File: config.mk
export PLATFORM = sky130hd
export DESIGN_NAME = edma_top
export DESIGN_NICKNAME = d
export VERILOG_FILES = /design/src/rtl/edma_pkg.sv /design/src/rtl/edma_arb_if.sv /design/src/rtl/edma_top.sv /design/src/rtl/edma_arb.sv
export VERILOG_INCLUDE_DIRS = /design/src /design/src/rtl
export SDC_FILE = /design/constraint.sdc
export NUM_CORES = 2
export LEC_CHECK = 0
export BUFFER_PORTS_ARGS = -buffer_cell sky130_fd_sc_hd__buf_2
export CAP_MARGIN = 20
export CORE_MARGIN = 2
export CORE_UTILIZATION = 55
export CTS_CLUSTER_DIAMETER = 30
export DETAILED_ROUTE_END_ITERATION = 6
export HOLD_SLACK_MARGIN = 0.03
export PLACE_DENSITY = 0.72
export REMOVE_ABC_BUFFERS = 1
export SETUP_SLACK_MARGIN = 0.02
export SYNTH_ARGS = -nofsm -noshare
export SYNTH_HDL_FRONTEND = slang
export SYNTH_HIERARCHICAL = 1
export SYNTH_SLANG_ARGS = --single-unit
File: constraint.sdc
create_clock -name sys_clk -period 6.9 [get_ports sys_clk]
set_input_delay 0.69 -clock sys_clk [delete_from_list [all_inputs] [get_ports sys_clk]]
set_output_delay 0.69 -clock sys_clk [all_outputs]
set_load 0.1 [all_outputs]
File: src/rtl/edma_defines.svh
// Contract
// - Eight selectable sources; the flash selections have their termination tied to zero.
// - Direction 0 copies device receive buffer to SRAM; 1 copies SRAM to device.
// - Start offset loads a 16-bit counter advancing by one; it addresses SRAM.
// - End offset is one past last byte; finish when the counter equals it.
// - Equal start and end offsets move no bytes.
// - End below start makes the counter wrap from ffff to zero.
// - A full 16-bit address is always driven to the SRAM port.
// - Writing go as 1 moves the channel from idle to run; the code does so only when go was 0 before the write.
// - In run with request asserted, issue one byte-wide bus transfer per direction.
// - After a good transfer increment the counter, compare, else return to run.
// - Terminate to idle on counter equal end or termination input asserted.
// - On bus error suppress increment, go idle, record bus-error status.
// - Device select and direction choose request and termination; 7 is reserved.
// - All channels share one SRAM port and one bus master port.
// - Ready channels served by arrival; simultaneous arrivals lowest number first.
// - Continuously ready channels are served in rotating round-robin order.
// - Channel register window sits at base plus 0x20 times channel number.
// - Control: go 0, request 1, done 2, status 4:3, busy 5, dir 8, device above.
// - Status 00 go cleared, 01 end, 10 termination, 11 bus error; lowest wins.
// - Done reads 0 while go is 0, becomes 1 on return to idle, drives interrupt.
// - Clearing go halts, but a transfer in progress completes first.
// - Busy reads 1 outside idle and 0 in idle.
`ifndef EDMA_DEFINES_SVH
`define EDMA_DEFINES_SVH

`define EDMA_NUM_CH        8
`define EDMA_OFS_CTRL      5'h00
`define EDMA_OFS_END       5'h04
`define EDMA_OFS_START     5'h08
`define EDMA_OFS_BUSADDR   5'h0c
`define EDMA_OFS_ACT       5'h10
`define EDMA_CTRL_RUN      0
`define EDMA_CTRL_REQ      1
`define EDMA_CTRL_DONE     2
`define EDMA_CTRL_STAT     3
`define EDMA_CTRL_BUSY     5
`define EDMA_CTRL_DIR      8
`define EDMA_CTRL_DEV      9
`define EDMA_ST_STOPPED    2'h0
`define EDMA_ST_END        2'h1
`define EDMA_ST_TERM       2'h2
`define EDMA_ST_BUSERR     2'h3
`define EDMA_RST_OFS       16'h0000
`define EDMA_RST_ADDR      32'h0000_0000
`define EDMA_RST_ACT       8'h00
`define EDMA_HTRANS_IDLE   2'h0
`define EDMA_HTRANS_NONSEQ 2'h2
`define EDMA_HSIZE_BYTE    3'h0

`endif

File: src/rtl/edma_pkg.sv
`default_nettype none
package edma_pkg;
  typedef enum logic [1:0] {CH_IDLE, CH_RUN, CH_XFER} edma_ch_e;
  typedef enum logic [2:0] {E_IDLE, E_SRAM_R, E_SRAM_D, E_AHB_A, E_AHB_D, E_SRAM_W} edma_eng_e;
  typedef logic [2:0] edma_idx_t;
endpackage
`default_nettype wire

File: src/rtl/edma_arb_if.sv
`default_nettype none
interface edma_arb_if;
  logic [7:0] ready;
  logic       take;
  logic       grant_valid;
  logic [2:0] grant_idx;
  modport arb (input ready, input take, output grant_valid, output grant_idx);
  modport eng (output ready, output take, input grant_valid, input grant_idx);
endinterface
`default_nettype wire

File: src/rtl/edma_top.sv
`include "edma_defines.svh"
`default_nettype none
module edma_top
  import edma_pkg::*;
(
  input  wire logic        sys_clk,
  input  wire logic        rst_b,
  input  wire logic        pb_en,
  input  wire logic        pb_wr,
  input  wire logic [7:0]  pb_addr,
  input  wire logic [31:0] pb_wdata,
  output logic      [31:0] pb_rdata,
  input  wire logic [2:0]  smbus_target_xfer_req,
  input  wire logic [2:0]  smbus_host_xfer_req,
  input  wire logic        serial_flash_rx_req,
  input  wire logic        serial_flash_tx_req,
  input  wire logic [2:0]  smbus_target_xfer_term,
  input  wire logic [2:0]  smbus_host_xfer_term,
  output logic      [31:0] haddr,
  output logic      [1:0]  htrans,
  output logic             hwrite,
  output logic      [2:0]  hsize,
  output logic      [31:0] hwdata,
  input  wire logic [31:0] hrdata,
  input  wire logic        hready,
  input  wire logic        hresp,
  output logic      [15:0] sram_addr,
  output logic             sram_re,
  output logic             sram_we,
  output logic      [7:0]  sram_wdata,
  input  wire logic [7:0]  sram_rdata,
  output logic      [7:0]  dma_done_int
);

  localparam int NCH = `EDMA_NUM_CH;

  edma_ch_e    st_reg    [NCH];
  edma_ch_e    st_next   [NCH];
  logic        run_reg   [NCH];
  logic        run_next  [NCH];
  logic        dir_reg   [NCH];
  logic        dir_next  [NCH];
  logic [2:0]  dev_reg   [NCH];
  logic [2:0]  dev_next  [NCH];
  logic        done_reg  [NCH];
  logic        done_next [NCH];
  logic [1:0]  stat_reg  [NCH];
  logic [1:0]  stat_next [NCH];
  logic [15:0] end_reg   [NCH];
  logic [15:0] end_next  [NCH];
  logic [15:0] cnt_reg   [NCH];
  logic [15:0] cnt_next  [NCH];
  logic [31:0] badr_reg  [NCH];
  logic [31:0] badr_next [NCH];
  logic [7:0]  act_reg   [NCH];
  logic [7:0]  act_next  [NCH];
  logic [7:0]  req_sel;
  logic [7:0]  term_sel;

  edma_eng_e   eng_reg;
  edma_eng_e   eng_next;
  edma_idx_t   cur_reg;
  edma_idx_t   cur_next;
  logic [7:0]  byte_reg;
  logic [7:0]  byte_next;
  logic        xfer_done;
  logic        xfer_err;
  logic [31:0] rdata_reg;
  logic [31:0] rdata_next;
  logic        wr_hit;
  edma_idx_t   acc_ch;
  logic [4:0]  acc_ofs;

  edma_arb_if arb_bus ();

  edma_arb u_arb (
    .sys_clk (sys_clk),
    .rst_b   (rst_b),
    .arb     (arb_bus.arb)
  );

  // Maps device select and direction onto one of the source lines.
  function automatic logic sel_line(input logic [2:0] dev, input logic dir,
                                    input logic [2:0] tgt, input logic [2:0] hst,
                                    input logic frx, input logic ftx);
    logic res;
    res = 1'b0;
    if (dev == 3'h6)
      res = dir ? ftx : frx;
    else if (dev != 3'h7)
      res = dev[0] ? hst[dev[2:1]] : tgt[dev[2:1]];
    return res;
  endfunction

  // ==========================================================================
  // Source selection
  always_comb
  begin
    for (int i = 0; i < NCH; i++)
    begin
      req_sel[i]  = sel_line(dev_reg[i], dir_reg[i], smbus_target_xfer_req,
                             smbus_host_xfer_req, serial_flash_rx_req, serial_flash_tx_req);
      term_sel[i] = sel_line(dev_reg[i], dir_reg[i], smbus_target_xfer_term,
                             smbus_host_xfer_term, 1'b0, 1'b0);
      arb_bus.ready[i] = (st_reg[i] == CH_RUN) && run_reg[i] && req_sel[i]
                         && (cnt_reg[i] != end_reg[i]) && !term_sel[i];
    end
  end

  // ==========================================================================
  // Shared byte engine
  always_comb
  begin
    eng_next      = eng_reg;
    cur_next      = cur_reg;
    byte_next     = byte_reg;
    xfer_done     = 1'b0;
    xfer_err      = 1'b0;
    arb_bus.take  = (eng_reg == E_IDLE) && arb_bus.grant_valid;
    case (eng_reg)
      E_IDLE:
        if (arb_bus.take)
        begin
          cur_next = arb_bus.grant_idx;
          eng_next = dir_reg[arb_bus.grant_idx] ? E_SRAM_R : E_AHB_A;
        end
      E_SRAM_R:
        eng_next = E_SRAM_D;
      E_SRAM_D:
      begin
        byte_next = sram_rdata;
        eng_next  = E_AHB_A;
      end
      E_AHB_A:
        if (hready)
          eng_next = E_AHB_D;
      E_AHB_D:
        if (hready)
        begin
          if (hresp)
          begin
            xfer_done = 1'b1;
            xfer_err  = 1'b1;
            eng_next  = E_IDLE;
          end
          else if (!dir_reg[cur_reg])
          begin
            byte_next = hrdata[{badr_reg[cur_reg][1:0], 3'b000} +: 8];
            eng_next  = E_SRAM_W;
          end
          else
          begin
            xfer_done = 1'b1;
            eng_next  = E_IDLE;
          end
        end
      E_SRAM_W:
      begin
        xfer_done = 1'b1;
        eng_next  = E_IDLE;
      end
      default:
        eng_next = E_IDLE;
    endcase
  end

  always_ff @(posedge sys_clk or negedge rst_b)
  begin
    if (!rst_b)
    begin
      eng_reg  <= E_IDLE;
      cur_reg  <= 3'h0;
      byte_reg <= 8'h00;
    end
    else
    begin
      eng_reg  <= eng_next;
      cur_reg  <= cur_next;
      byte_reg <= byte_next;
    end
  end

  assign haddr      = badr_reg[cur_reg];
  assign htrans     = (eng_reg == E_AHB_A) ? `EDMA_HTRANS_NONSEQ : `EDMA_HTRANS_IDLE;
  assign hwrite     = dir_reg[cur_reg];
  assign hsize      = `EDMA_HSIZE_BYTE;
  assign hwdata     = {4{byte_reg}};
  assign sram_addr  = cnt_reg[cur_reg];
  assign sram_re    = (eng_reg == E_SRAM_R);
  assign sram_we    = (eng_reg == E_SRAM_W);
  assign sram_wdata = byte_reg;

  // ==========================================================================
  // Channel registers and state machines
  assign acc_ch  = pb_addr[7:5];
  assign acc_ofs = pb_addr[4:0];
  assign wr_hit  = pb_en && pb_wr;

  always_comb
  begin
    for (int i = 0; i < NCH; i++)
    begin
      st_next[i]   = st_reg[i];
      run_next[i]  = run_reg[i];
      dir_next[i]  = dir_reg[i];
      dev_next[i]  = dev_reg[i];
      done_next[i] = done_reg[i];
      stat_next[i] = stat_reg[i];
      end_next[i]  = end_reg[i];
      cnt_next[i]  = cnt_reg[i];
      badr_next[i] = badr_reg[i];
      act_next[i]  = act_reg[i];
      if (wr_hit && acc_ch == 3'(i))
      begin
        if (acc_ofs == `EDMA_OFS_CTRL)
        begin
          run_next[i] = pb_wdata[`EDMA_CTRL_RUN];
          if (!run_reg[i])
          begin
            dir_next[i] = pb_wdata[`EDMA_CTRL_DIR];
            dev_next[i] = pb_wdata[`EDMA_CTRL_DEV +: 3];
          end
        end
        else if (run_reg[i])
          run_next[i] = run_reg[i];
        else if (acc_ofs == `EDMA_OFS_END)
          end_next[i] = pb_wdata[15:0];
        else if (acc_ofs == `EDMA_OFS_START)
          cnt_next[i] = pb_wdata[15:0];
        else if (acc_ofs == `EDMA_OFS_BUSADDR)
          badr_next[i] = pb_wdata;
        else if (acc_ofs == `EDMA_OFS_ACT)
          act_next[i] = pb_wdata[7:0];
      end
      case (st_reg[i])
        CH_IDLE:
          if (run_next[i] && !run_reg[i])
          begin
            st_next[i]   = CH_RUN;
            done_next[i] = 1'b0;
          end
        CH_RUN:
          if (arb_bus.take && arb_bus.grant_idx == 3'(i))
            st_next[i] = CH_XFER;
          else if (!run_next[i])
            st_next[i] = CH_IDLE;
          else if (cnt_reg[i] == end_reg[i])
          begin
            st_next[i]   = CH_IDLE;
            done_next[i] = 1'b1;
            stat_next[i] = `EDMA_ST_END;
          end
          else if (term_sel[i])
          begin
            st_next[i]   = CH_IDLE;
            done_next[i] = 1'b1;
            stat_next[i] = `EDMA_ST_TERM;
          end
        CH_XFER:
          if (xfer_done && cur_reg == 3'(i))
          begin
            if (!xfer_err)
              cnt_next[i] = cnt_reg[i] + 16'h0001;
            if (!run_next[i])
              st_next[i] = CH_IDLE;
            else if (!xfer_err && cnt_next[i] == end_reg[i])
            begin
              st_next[i]   = CH_IDLE;
              done_next[i] = 1'b1;
              stat_next[i] = `EDMA_ST_END;
            end
            else if (term_sel[i])
            begin
              st_next[i]   = CH_IDLE;
              done_next[i] = 1'b1;
              stat_next[i] = `EDMA_ST_TERM;
            end
            else if (xfer_err)
            begin
              st_next[i]   = CH_IDLE;
              done_next[i] = 1'b1;
              stat_next[i] = `EDMA_ST_BUSERR;
            end
            else
              st_next[i] = CH_RUN;
          end
        default:
          st_next[i] = CH_IDLE;
      endcase
      if (!run_next[i])
      begin
        done_next[i] = 1'b0;
        stat_next[i] = `EDMA_ST_STOPPED;
      end
    end
  end

  always_ff @(posedge sys_clk or negedge rst_b)
  begin
    if (!rst_b)
    begin
      for (int i = 0; i < NCH; i++)
      begin
        st_reg[i]   <= CH_IDLE;
        run_reg[i]  <= 1'b0;
        dir_reg[i]  <= 1'b0;
        dev_reg[i]  <= 3'h0;
        done_reg[i] <= 1'b0;
        stat_reg[i] <= `EDMA_ST_STOPPED;
        end_reg[i]  <= `EDMA_RST_OFS;
        cnt_reg[i]  <= `EDMA_RST_OFS;
        badr_reg[i] <= `EDMA_RST_ADDR;
        act_reg[i]  <= `EDMA_RST_ACT;
      end
    end
    else
    begin
      for (int i = 0; i < NCH; i++)
      begin
        st_reg[i]   <= st_next[i];
        run_reg[i]  <= run_next[i];
        dir_reg[i]  <= dir_next[i];
        dev_reg[i]  <= dev_next[i];
        done_reg[i] <= done_next[i];
        stat_reg[i] <= stat_next[i];
        end_reg[i]  <= end_next[i];
        cnt_reg[i]  <= cnt_next[i];
        badr_reg[i] <= badr_next[i];
        act_reg[i]  <= act_next[i];
      end
    end
  end

  always_comb
  begin
    for (int i = 0; i < NCH; i++)
      dma_done_int[i] = done_reg[i];
  end

  // ==========================================================================
  // Register read port
  always_comb
  begin
    rdata_next = rdata_reg;
    if (pb_en && !pb_wr)
    begin
      rdata_next = 32'h0000_0000;
      if (acc_ofs == `EDMA_OFS_CTRL)
      begin
        rdata_next[`EDMA_CTRL_RUN]       = run_reg[acc_ch];
        rdata_next[`EDMA_CTRL_REQ]       = run_reg[acc_ch] && req_sel[acc_ch];
        rdata_next[`EDMA_CTRL_DONE]      = done_reg[acc_ch];
        rdata_next[`EDMA_CTRL_STAT +: 2] = stat_reg[acc_ch];
        rdata_next[`EDMA_CTRL_BUSY]      = (st_reg[acc_ch] != CH_IDLE);
        rdata_next[`EDMA_CTRL_DIR]       = dir_reg[acc_ch];
        rdata_next[`EDMA_CTRL_DEV +: 3]  = dev_reg[acc_ch];
      end
      else if (acc_ofs == `EDMA_OFS_END)
        rdata_next[15:0] = end_reg[acc_ch];
      else if (acc_ofs == `EDMA_OFS_START)
        rdata_next[15:0] = cnt_reg[acc_ch];
      else if (acc_ofs == `EDMA_OFS_BUSADDR)
        rdata_next = badr_reg[acc_ch];
      else if (acc_ofs == `EDMA_OFS_ACT)
        rdata_next[7:0] = act_reg[acc_ch];
    end
  end

  always_ff @(posedge sys_clk or negedge rst_b)
  begin
    if (!rst_b)
      rdata_reg <= 32'h0000_0000;
    else
      rdata_reg <= rdata_next;
  end

  assign pb_rdata = rdata_reg;

  // ==========================================================================
  // Checks
  chk_go_enters_run: assert property (@(posedge sys_clk) disable iff (!rst_b)
    (wr_hit && acc_ch == 3'h0 && acc_ofs == `EDMA_OFS_CTRL && pb_wdata[0]
      && st_reg[0] == CH_IDLE && !run_reg[0]) |=> st_reg[0] == CH_RUN)
    else $error("go did not start channel");
  chk_one_owner: assert property (@(posedge sys_clk) disable iff (!rst_b)
    (eng_reg != E_IDLE) |-> st_reg[cur_reg] == CH_XFER) else $error("engine owner lost");
  chk_inc_on_ok: assert property (@(posedge sys_clk) disable iff (!rst_b)
    (xfer_done && !xfer_err) |=> cnt_reg[$past(cur_reg)] == $past(cnt_reg[cur_reg]) + 16'h0001)
    else $error("counter not advanced");
  chk_hold_on_err: assert property (@(posedge sys_clk) disable iff (!rst_b)
    (xfer_done && xfer_err) |=> st_reg[$past(cur_reg)] == CH_IDLE
      && cnt_reg[$past(cur_reg)] == $past(cnt_reg[cur_reg])) else $error("bus error mishandled");
  chk_end_stops: assert property (@(posedge sys_clk) disable iff (!rst_b)
    (st_reg[0] == CH_RUN && run_next[0] && cnt_reg[0] == end_reg[0])
      |=> st_reg[0] == CH_IDLE && done_reg[0] && stat_reg[0] == `EDMA_ST_END)
    else $error("end match did not stop");
  chk_term_stops: assert property (@(posedge sys_clk) disable iff (!rst_b)
    (st_reg[0] == CH_RUN && run_next[0] && cnt_reg[0] != end_reg[0] && term_sel[0])
      |=> stat_reg[0] == `EDMA_ST_TERM ##1 st_reg[0] == CH_IDLE || !run_reg[0])
    else $error("termination ignored");
  chk_done_zero: assert property (@(posedge sys_clk) disable iff (!rst_b)
    !run_reg[0] |-> !dma_done_int[0] && stat_reg[0] == `EDMA_ST_STOPPED)
    else $error("done set while stopped");
  chk_ahb_byte: assert property (@(posedge sys_clk) disable iff (!rst_b)
    (htrans == `EDMA_HTRANS_NONSEQ) |-> hsize == `EDMA_HSIZE_BYTE
      && hwrite == dir_reg[cur_reg]) else $error("bad bus transfer");
  chk_sram_order: assert property (@(posedge sys_clk) disable iff (!rst_b)
    sram_we |-> $past(eng_reg, 2) == E_AHB_A || $past(eng_reg, 2) == E_AHB_D)
    else $error("sram write without bus read");

endmodule
`default_nettype wire

File: src/rtl/edma_arb.sv
`default_nettype none
module edma_arb
  import edma_pkg::*;
(
  input  wire logic sys_clk,
  input  wire logic rst_b,
  edma_arb_if.arb   arb
);

  logic [7:0] prev_reg;
  logic [7:0] prev_next;
  logic [2:0] ptr_reg;
  logic [2:0] ptr_next;
  logic [7:0] waiting;
  logic [2:0] pick_old;
  logic [2:0] pick_new;

  // Searches the mask upward from the start index, wrapping round.
  function automatic logic [2:0] pick(input logic [7:0] mask, input logic [2:0] start);
    logic [2:0] res;
    logic [2:0] k;
    res = start;
    for (int j = 7; j >= 0; j--)
    begin
      k = start + 3'(j);
      if (mask[k])
        res = k;
    end
    return res;
  endfunction

  // ==========================================================================
  // Grant selection
  always_comb
  begin
    waiting         = arb.ready & prev_reg;
    pick_old        = pick(waiting, ptr_reg);
    pick_new        = pick(arb.ready, 3'h0);
    arb.grant_valid = |arb.ready;
    arb.grant_idx   = (|waiting) ? pick_old : pick_new;
    prev_next       = arb.ready;
    ptr_next        = arb.take ? arb.grant_idx + 3'h1 : ptr_reg;
  end

  always_ff @(posedge sys_clk or negedge rst_b)
  begin
    if (!rst_b)
    begin
      prev_reg <= 8'h00;
      ptr_reg  <= 3'h0;
    end
    else
    begin
      prev_reg <= prev_next;
      ptr_reg  <= ptr_next;
    end
  end

  chk_grant_is_ready: assert property (@(posedge sys_clk) disable iff (!rst_b)
    arb.grant_valid |-> arb.ready[arb.grant_idx]) else $error("grant to a channel not ready");
  chk_fresh_lowest: assert property (@(posedge sys_clk) disable iff (!rst_b)
    (arb.ready != 8'h00 && (arb.ready & prev_reg) == 8'h00)
      |-> (arb.ready & ((8'h01 << arb.grant_idx) - 8'h01)) == 8'h00)
    else $error("fresh arrivals not served lowest first");

endmodule
`default_nettype wire

# Word level (Yosys, flattened, before mapping)
# Cells that the tools add are included.
# classes
n_reduce_logical	170
magnitude_cmp	20
n_eq_ne	171
n_mux	542
n_shift	1
addsub	16
multipliers	0
bitwise	16
div	0
# ops
operator	count
$mux W16	90
$mux W2	130
$eq A16 B16 Y1	16
$mux W1	201
$bmux W32 S3	2
$bmux W16 S3	3
$add A16 B1 Y16 const B	8
$mux W32	4
$ne A16 B16 Y1	8
$ne A3 B3 Y1 const B	32
$reduce_and A6 Y1	16
$logic_and A1 B1 Y1	76
$mux W3	24
$eq A3 B3 Y1 const B	22
$bmux W1 S2	32
$mux W8	7
$reduce_and A7 Y1	8
$reduce_and A3 Y1	17
$pmux W2 S3	8
$bmux W1 S3	14
$ne A2 B2 Y1 const B	21
$ne A5 B3 Y1 const B	8
$ne A5 B5 Y1 const B	8
$reduce_and A5 Y1	8
other kinds (40)	173
# totals
ram_bits	0
latch_bits	0
wordCells	1022
in_bits	100
memories	0
output_inout_bits	136
mem_bits_ro	0
regBits	713

# Depth between registers and ports, before layout
# depth
word_depth	27
ltp_mapped	24
ltp_nobuf	23

# By module
# Netlist, hierarchy kept.
# modules_own_cells
module	seq_area_each_um2	cells_each	instances	area_per_inst_um2
edma_top	17566.8	5055	1	48835.6
edma_arb	275.3	154	1	1426.4

# Worst setup path before layout
# OpenSTA, ideal clock, no wires.
# synth_timing
kind	input -> register
startpoint	input smbus_host_xfer_term[1]
endpoint	register eng_reg[1]
setup_time_ns	0.099
path_stages	15
arrival_time_ns	5.246
setup_slack_ns	1.554
path_buffers	1
required_ns	6.801
path_cell_list	mux4_2 mux2_2 nor4b_1 nand2_1 mux4_1 mux2_4 nor2b_4 a31o_1 or3_1 a31oi_1 clkbuf_1 mux4_2 mux2i_1 a211oi_1 a311oi_1
# synth_between
elab_chain_cells	26
word_cells_on_any_way	102
cone_classes	eq/ne (1); mux (79); bitwise (2); reduce/logical (20)
# synth_rtl
element	line_no	source
from (decl)	edma_top.sv:18	input wire logic [2:0] smbus_host_xfer_term,
$bmux W1 S2 (*)	edma_top.sv:91	res = dev[0] ? hst[dev[2:1]] : tgt[dev[2:1]];
$mux W1 (implied by the code) (*)	edma_top.sv:91	
$mux W1 (*)	edma_top.sv:91	
$mux W1 (*)	edma_top.sv:90	else if (dev != 3'h7)
$mux W1 (*)	edma_top.sv:88	if (dev == 3'h6)
$logic_not A1 Y1 (*)	edma_top.sv:106	&& (cnt_reg[i] != end_reg[i]) && !term_sel[i];
$logic_and A1 B1 Y1 (*)	edma_top.sv:106	
via arb_bus.ready[2]	edma_arb_if.sv:3	logic [7:0] ready;
(+11 left out)	--	
$mux W3 (*)	edma_arb.sv:40	arb.grant_idx = (|waiting) ? pick_old : pick_new;
via arb_bus.grant_idx[0]	edma_arb_if.sv:6	logic [2:0] grant_idx;
$not A3 Y4 (implied by the code) (*)	edma_top.sv:125	eng_next = dir_reg[arb_bus.grant_idx] ? E_SRAM_R : E_AHB_A;
$bmux W1 S3 (*)	edma_top.sv:125	
$mux W1 (implied by the code) (*) (2 in a row)	edma_top.sv:125	
$mux W2 (*)	edma_top.sv:125	
$mux W3 (*)	edma_top.sv:122	if (arb_bus.take)
$pmux W3 S5 (*)	edma_top.sv:120	case (eng_reg)
to (signal assigned)	edma_top.sv:177	eng_reg <= eng_next;
to (decl)	edma_top.sv:60	edma_eng_e eng_reg;
# The timed path passes the listed nets; every way through them passes the cells marked *. The select of a mux whose other input is x is not followed.
# A chain may end at the register's enable or synchronous reset.

# Worst setup path in the final report
# layout_timing
startpoint	register cnt_reg[14] (netlist name)
endpoint	register stat_reg[6] (netlist name)
# layout_between
elab_chain_cells	19
word_cells_on_any_way	44
cone_classes	eq/ne (3); mux (33); bitwise (1); reduce/logical (7)
# layout_rtl
element	line_no	source
from (decl)	edma_top.sv:51	logic [15:0] cnt_reg [NCH];
from (signal, indexed assignment)	edma_top.sv:311	cnt_reg[i] <= `EDMA_RST_OFS;
from (signal, indexed assignment)	edma_top.sv:327	cnt_reg[i] <= cnt_next[i];
$ne A16 B16 Y1 (*)	edma_top.sv:106	
$logic_and A1 B1 Y1 (*) (2 in a row)	edma_top.sv:106	
via arb_bus.ready[7]	edma_arb_if.sv:3	
$and A8 B8 Y8	edma_arb.sv:36	waiting = arb.ready & prev_reg;
$bmux W1 S3	edma_arb.sv:26	if (mask[k])
$mux W1 (implied by the code)	edma_arb.sv:26	
$mux W3 (8 in a row)	edma_arb.sv:26	
$mux W3 (*)	edma_arb.sv:40	
via arb_bus.grant_idx[2]	edma_arb_if.sv:6	
$eq A3 B3 Y1 (*)	edma_top.sv:243	if (arb_bus.take && arb_bus.grant_idx == 3'(i))
$logic_and A1 B1 Y1 (*)	edma_top.sv:243	
$ne A3 B3 Y1 (no line) (*)	--	
$reduce_and A5 Y1 (no line) (*)	--	
to (signal, indexed assignment)	edma_top.sv:309	stat_reg[i] <= `EDMA_ST_STOPPED;
to (signal, indexed assignment)	edma_top.sv:325	stat_reg[i] <= stat_next[i];
to (decl)	edma_top.sv:47	logic [1:0] stat_reg [NCH];
# Marks and branches as above.

==> impl_results.md <==
* Final Hold Viols at 0
* Number of flip-flops under the largest register name at 256
* Skew final at 57.1 ps
* Vias at 47617
* Failing checks: DRC
* Ys async rst share at 1.00
* Commonest non-fill, non-tap cell in the layout: dfrtp_1
* Max-cap violation count at 0
* Reg clk slew, reported paths at 50 ps
* Global route total overflow at 0
* Port bufs at 231
* Crit path max fanout at 9
* Startpoint types: flop
* Place WS at 752 ps
* Cell mode on critical path: nand2_1
* Worst VDD drop at 558 µV
* Post-synth top flop: dfrtp_1
* Post-synth EDFFs at 0
* Post-route minimum period at 6180 ps
* Core area at 90300 µm²
* Worst-skew pair later-pin latency at 820 ps
* Post-DP HPWL at 144000 µm
* Max H-tree Level at 4
* Io pins at 236
* Worst slew pin tran at 1160 ps
* Power Density at 285 nW/µm²
* Post-layout util at 0.646
* First-pass GRT wire length at 310000 µm
* Unrepaired setup endpoints after global routing: no
* Largest net degree at the start of global routing at 177
* Initial DRC Count at 6859
* Area Growth Syn to Fin at 16.1%
* Root Buffer: clkbuf_16
* Die Y-Extent at 306 µm
* Final WL at 212000 µm
* Routed wire per std cell at 32.1 µm
* Worst path cell trace: xnor2_1 -> nand4_1 -> a2111oi_0 -> nand3_1 -> nand2_1 -> nor3_1 -> nand2_1 -> nand4_1 -> nor4_1 -> a2111oi_0 -> a21oi_1 -> nand2_1 -> nor3_1 -> nand2_1 -> nand3b_1 -> nand3_1 -> o21a_1 -> and2_1 -> nand3_1 -> o2111a_1
* Commonest cells after routing, fill and taps aside: dfrtp_1 (710), nand2_1 (656), o21ai_0 (400), mux2_2 (306), mux4_2 (288)
* Initial core utilization at 0.557
* Num rows at 110
* Vias per Instance at 7.22
* CTS resizes at 0
* Max transition margin at 0.227
* Number of nets still failing antenna checks after routing at 0
* Final worst setup slack at 723 ps
* Share of cells above drive strength 1 at 0.253
* Post-route DRC at 6
* CP required at 7630 ps
* Drt first pass iters at 7
* RD Place Congestion at 1.11
* DIE AREA at 93800 µm²
* Critical path data arrival time at 6900 ps
* Critical path class: flop to flop
* Ys Warns at 6
* Crit share post-route at 0.895
* CTS tree: done
* Lkg Pwr at 25.2 nW
* Yosys reg bits at 713
* Crit-path slowest cell: a2111oi_0
* Register area share after synthesis at 0.355
* CP max stage delay at 680 ps
* Fin. max-slew vios at 0
* Setup Viol. Count Final at 0
* Pwr Total at 16.6 mW
* Synth Area per Inst at 9.65 µm²
* Final hold slack at 208 ps
* Synthesized cell area at 50300 µm²
* Chip Width at 306 µm
* CP endpoint kind: flop
* Initial antenna violation count at 25
* All-Layer GR Usage at 0.450
* Mapped Cells at 5209
* Tightest Hold Check Type: input pin to flop
* Status: finished, violations left
* Maximum clock insertion buffer count at 3
* CTS Buf Count at 175
* Layout Nets at 5403
* Post-synth cell types at 105
* CTS Sinks at 713
* Maximum clock frequency at 0.162 GHz
* Vias in the first global route at 45339
critical path: cells and delay by family, from the launching register on:
kind / cells / cell delay (ps)
AOI/OAI and AO/OA: 5 / 1860
xor gates and xnor gates: 1 / 320
DFF: 1 / 480
and+or+nand+nor: 14 / 3440
per-layer routing:
layer / vias up / routed length, µm / global-route usage / part of all wire
met5: - / 340 / 0.0103 / 0.0016
met4: 28 / 16500 / 0.289 / 0.078
met3: 967 / 32200 / 0.206 / 0.15
met2: 3607 / 87700 / 0.631 / 0.41
met1: 23423 / 75100 / 0.559 / 0.35
li1: 19592 / - / - / -
report_power, final:
part | internal, mW | switching (mW) | leakage [nW]
logic | 0.855 | 2.54 | 12.5
registers | 4.38 | 0.358 | 9.72
clock network | 5.69 | 2.81 | 2.97
total | 10.9 | 5.71 | 25.2
final timing paths:
kind | to | cells after the start | slack, ps | start
hold reg to reg | pb_rdata[3] | 2 | 480 | pb_rdata[3]
max in group asynchronous | cnt_reg[127] | 4 | 4790 | rst_b
hold / removal | sram_wdata[3] | 3 | 210 | sram_rdata[3]
setup reg to reg | stat_reg[6] | 20 | 720 | cnt_reg[14]
min in group asynchronous | sram_wdata[6] | 2 | 550 | rst_b
setup / recovery | stat_reg[6] | 20 | 720 | cnt_reg[14]
cell type report:
class | count | area, µm²
Inverter | 129 | 484
Tap cell | 1176 | 1470
Fill cell | 7205 | 31900
Antenna cell | 10 | 25.0
Clock buffer | 220 | 4830
Multi-Input combinational cell | 3854 | 29900
Timing Repair Buffer | 387 | 2450
Sequential cell | 713 | 17900
Clock inverter | 103 | 1340
Yosys cell counts (49+ instances only):
library cell / n / area share
buf_1: 83 / 0.0062
xor2_1: 93 / 0.016
o22ai_1: 68 / 0.0085
a211oi_1: 65 / 0.0097
xnor2_1: 129 / 0.022
dfrtp_1: 713 / 0.35
o21ai_0: 400 / 0.040
a21oi_1: 196 / 0.020
mux2i_1: 178 / 0.035
mux4_2: 288 / 0.13
nand3_1: 184 / 0.018
clkbuf_1: 345 / 0.026
nand2_1: 659 / 0.049
mux2_2: 306 / 0.069
nand4_1: 87 / 0.011
nor4_1: 58 / 0.0072
a31oi_1: 49 / 0.0061
nor3_1: 107 / 0.011
nor2_1: 275 / 0.021
inv_1: 123 / 0.0092
kinds of logic after synthesis:
family          Yosys count  synth area share
compound gates         1150             0.148
xor+xnor                222            0.0387
fa+ha+maj                43            0.0107
buf+inv                 645            0.0525
flops                   713             0.355
mux                     781             0.237
other cells               1         0.0000746
simple gates           1654             0.158
repair_timing:
| item | 4_1_cts | 5_1_grt |
|---|---|---|
| hold buffers | 1 | 0 |
| endpoints found under the setup margin | 0 | 0 |
| buffers inserted | 0 | 0 |
| hold endpoints to repair | 82 | 0 |
through the flow:
step / TNS (ps) / area (µm²) / instances
2_1_floorplan: -104600 / 48100 / 4696
3_3_place_gp: 0 / 52100 / 6253
3_5_place_dp: 0 / 52100 / 6253
4_1_cts: 0 / 58300 / 6577
5_1_grt: 0 / 58300 / 6583
6_report: 0 / 58400 / 6592
(Power assumes the default switching activity.)
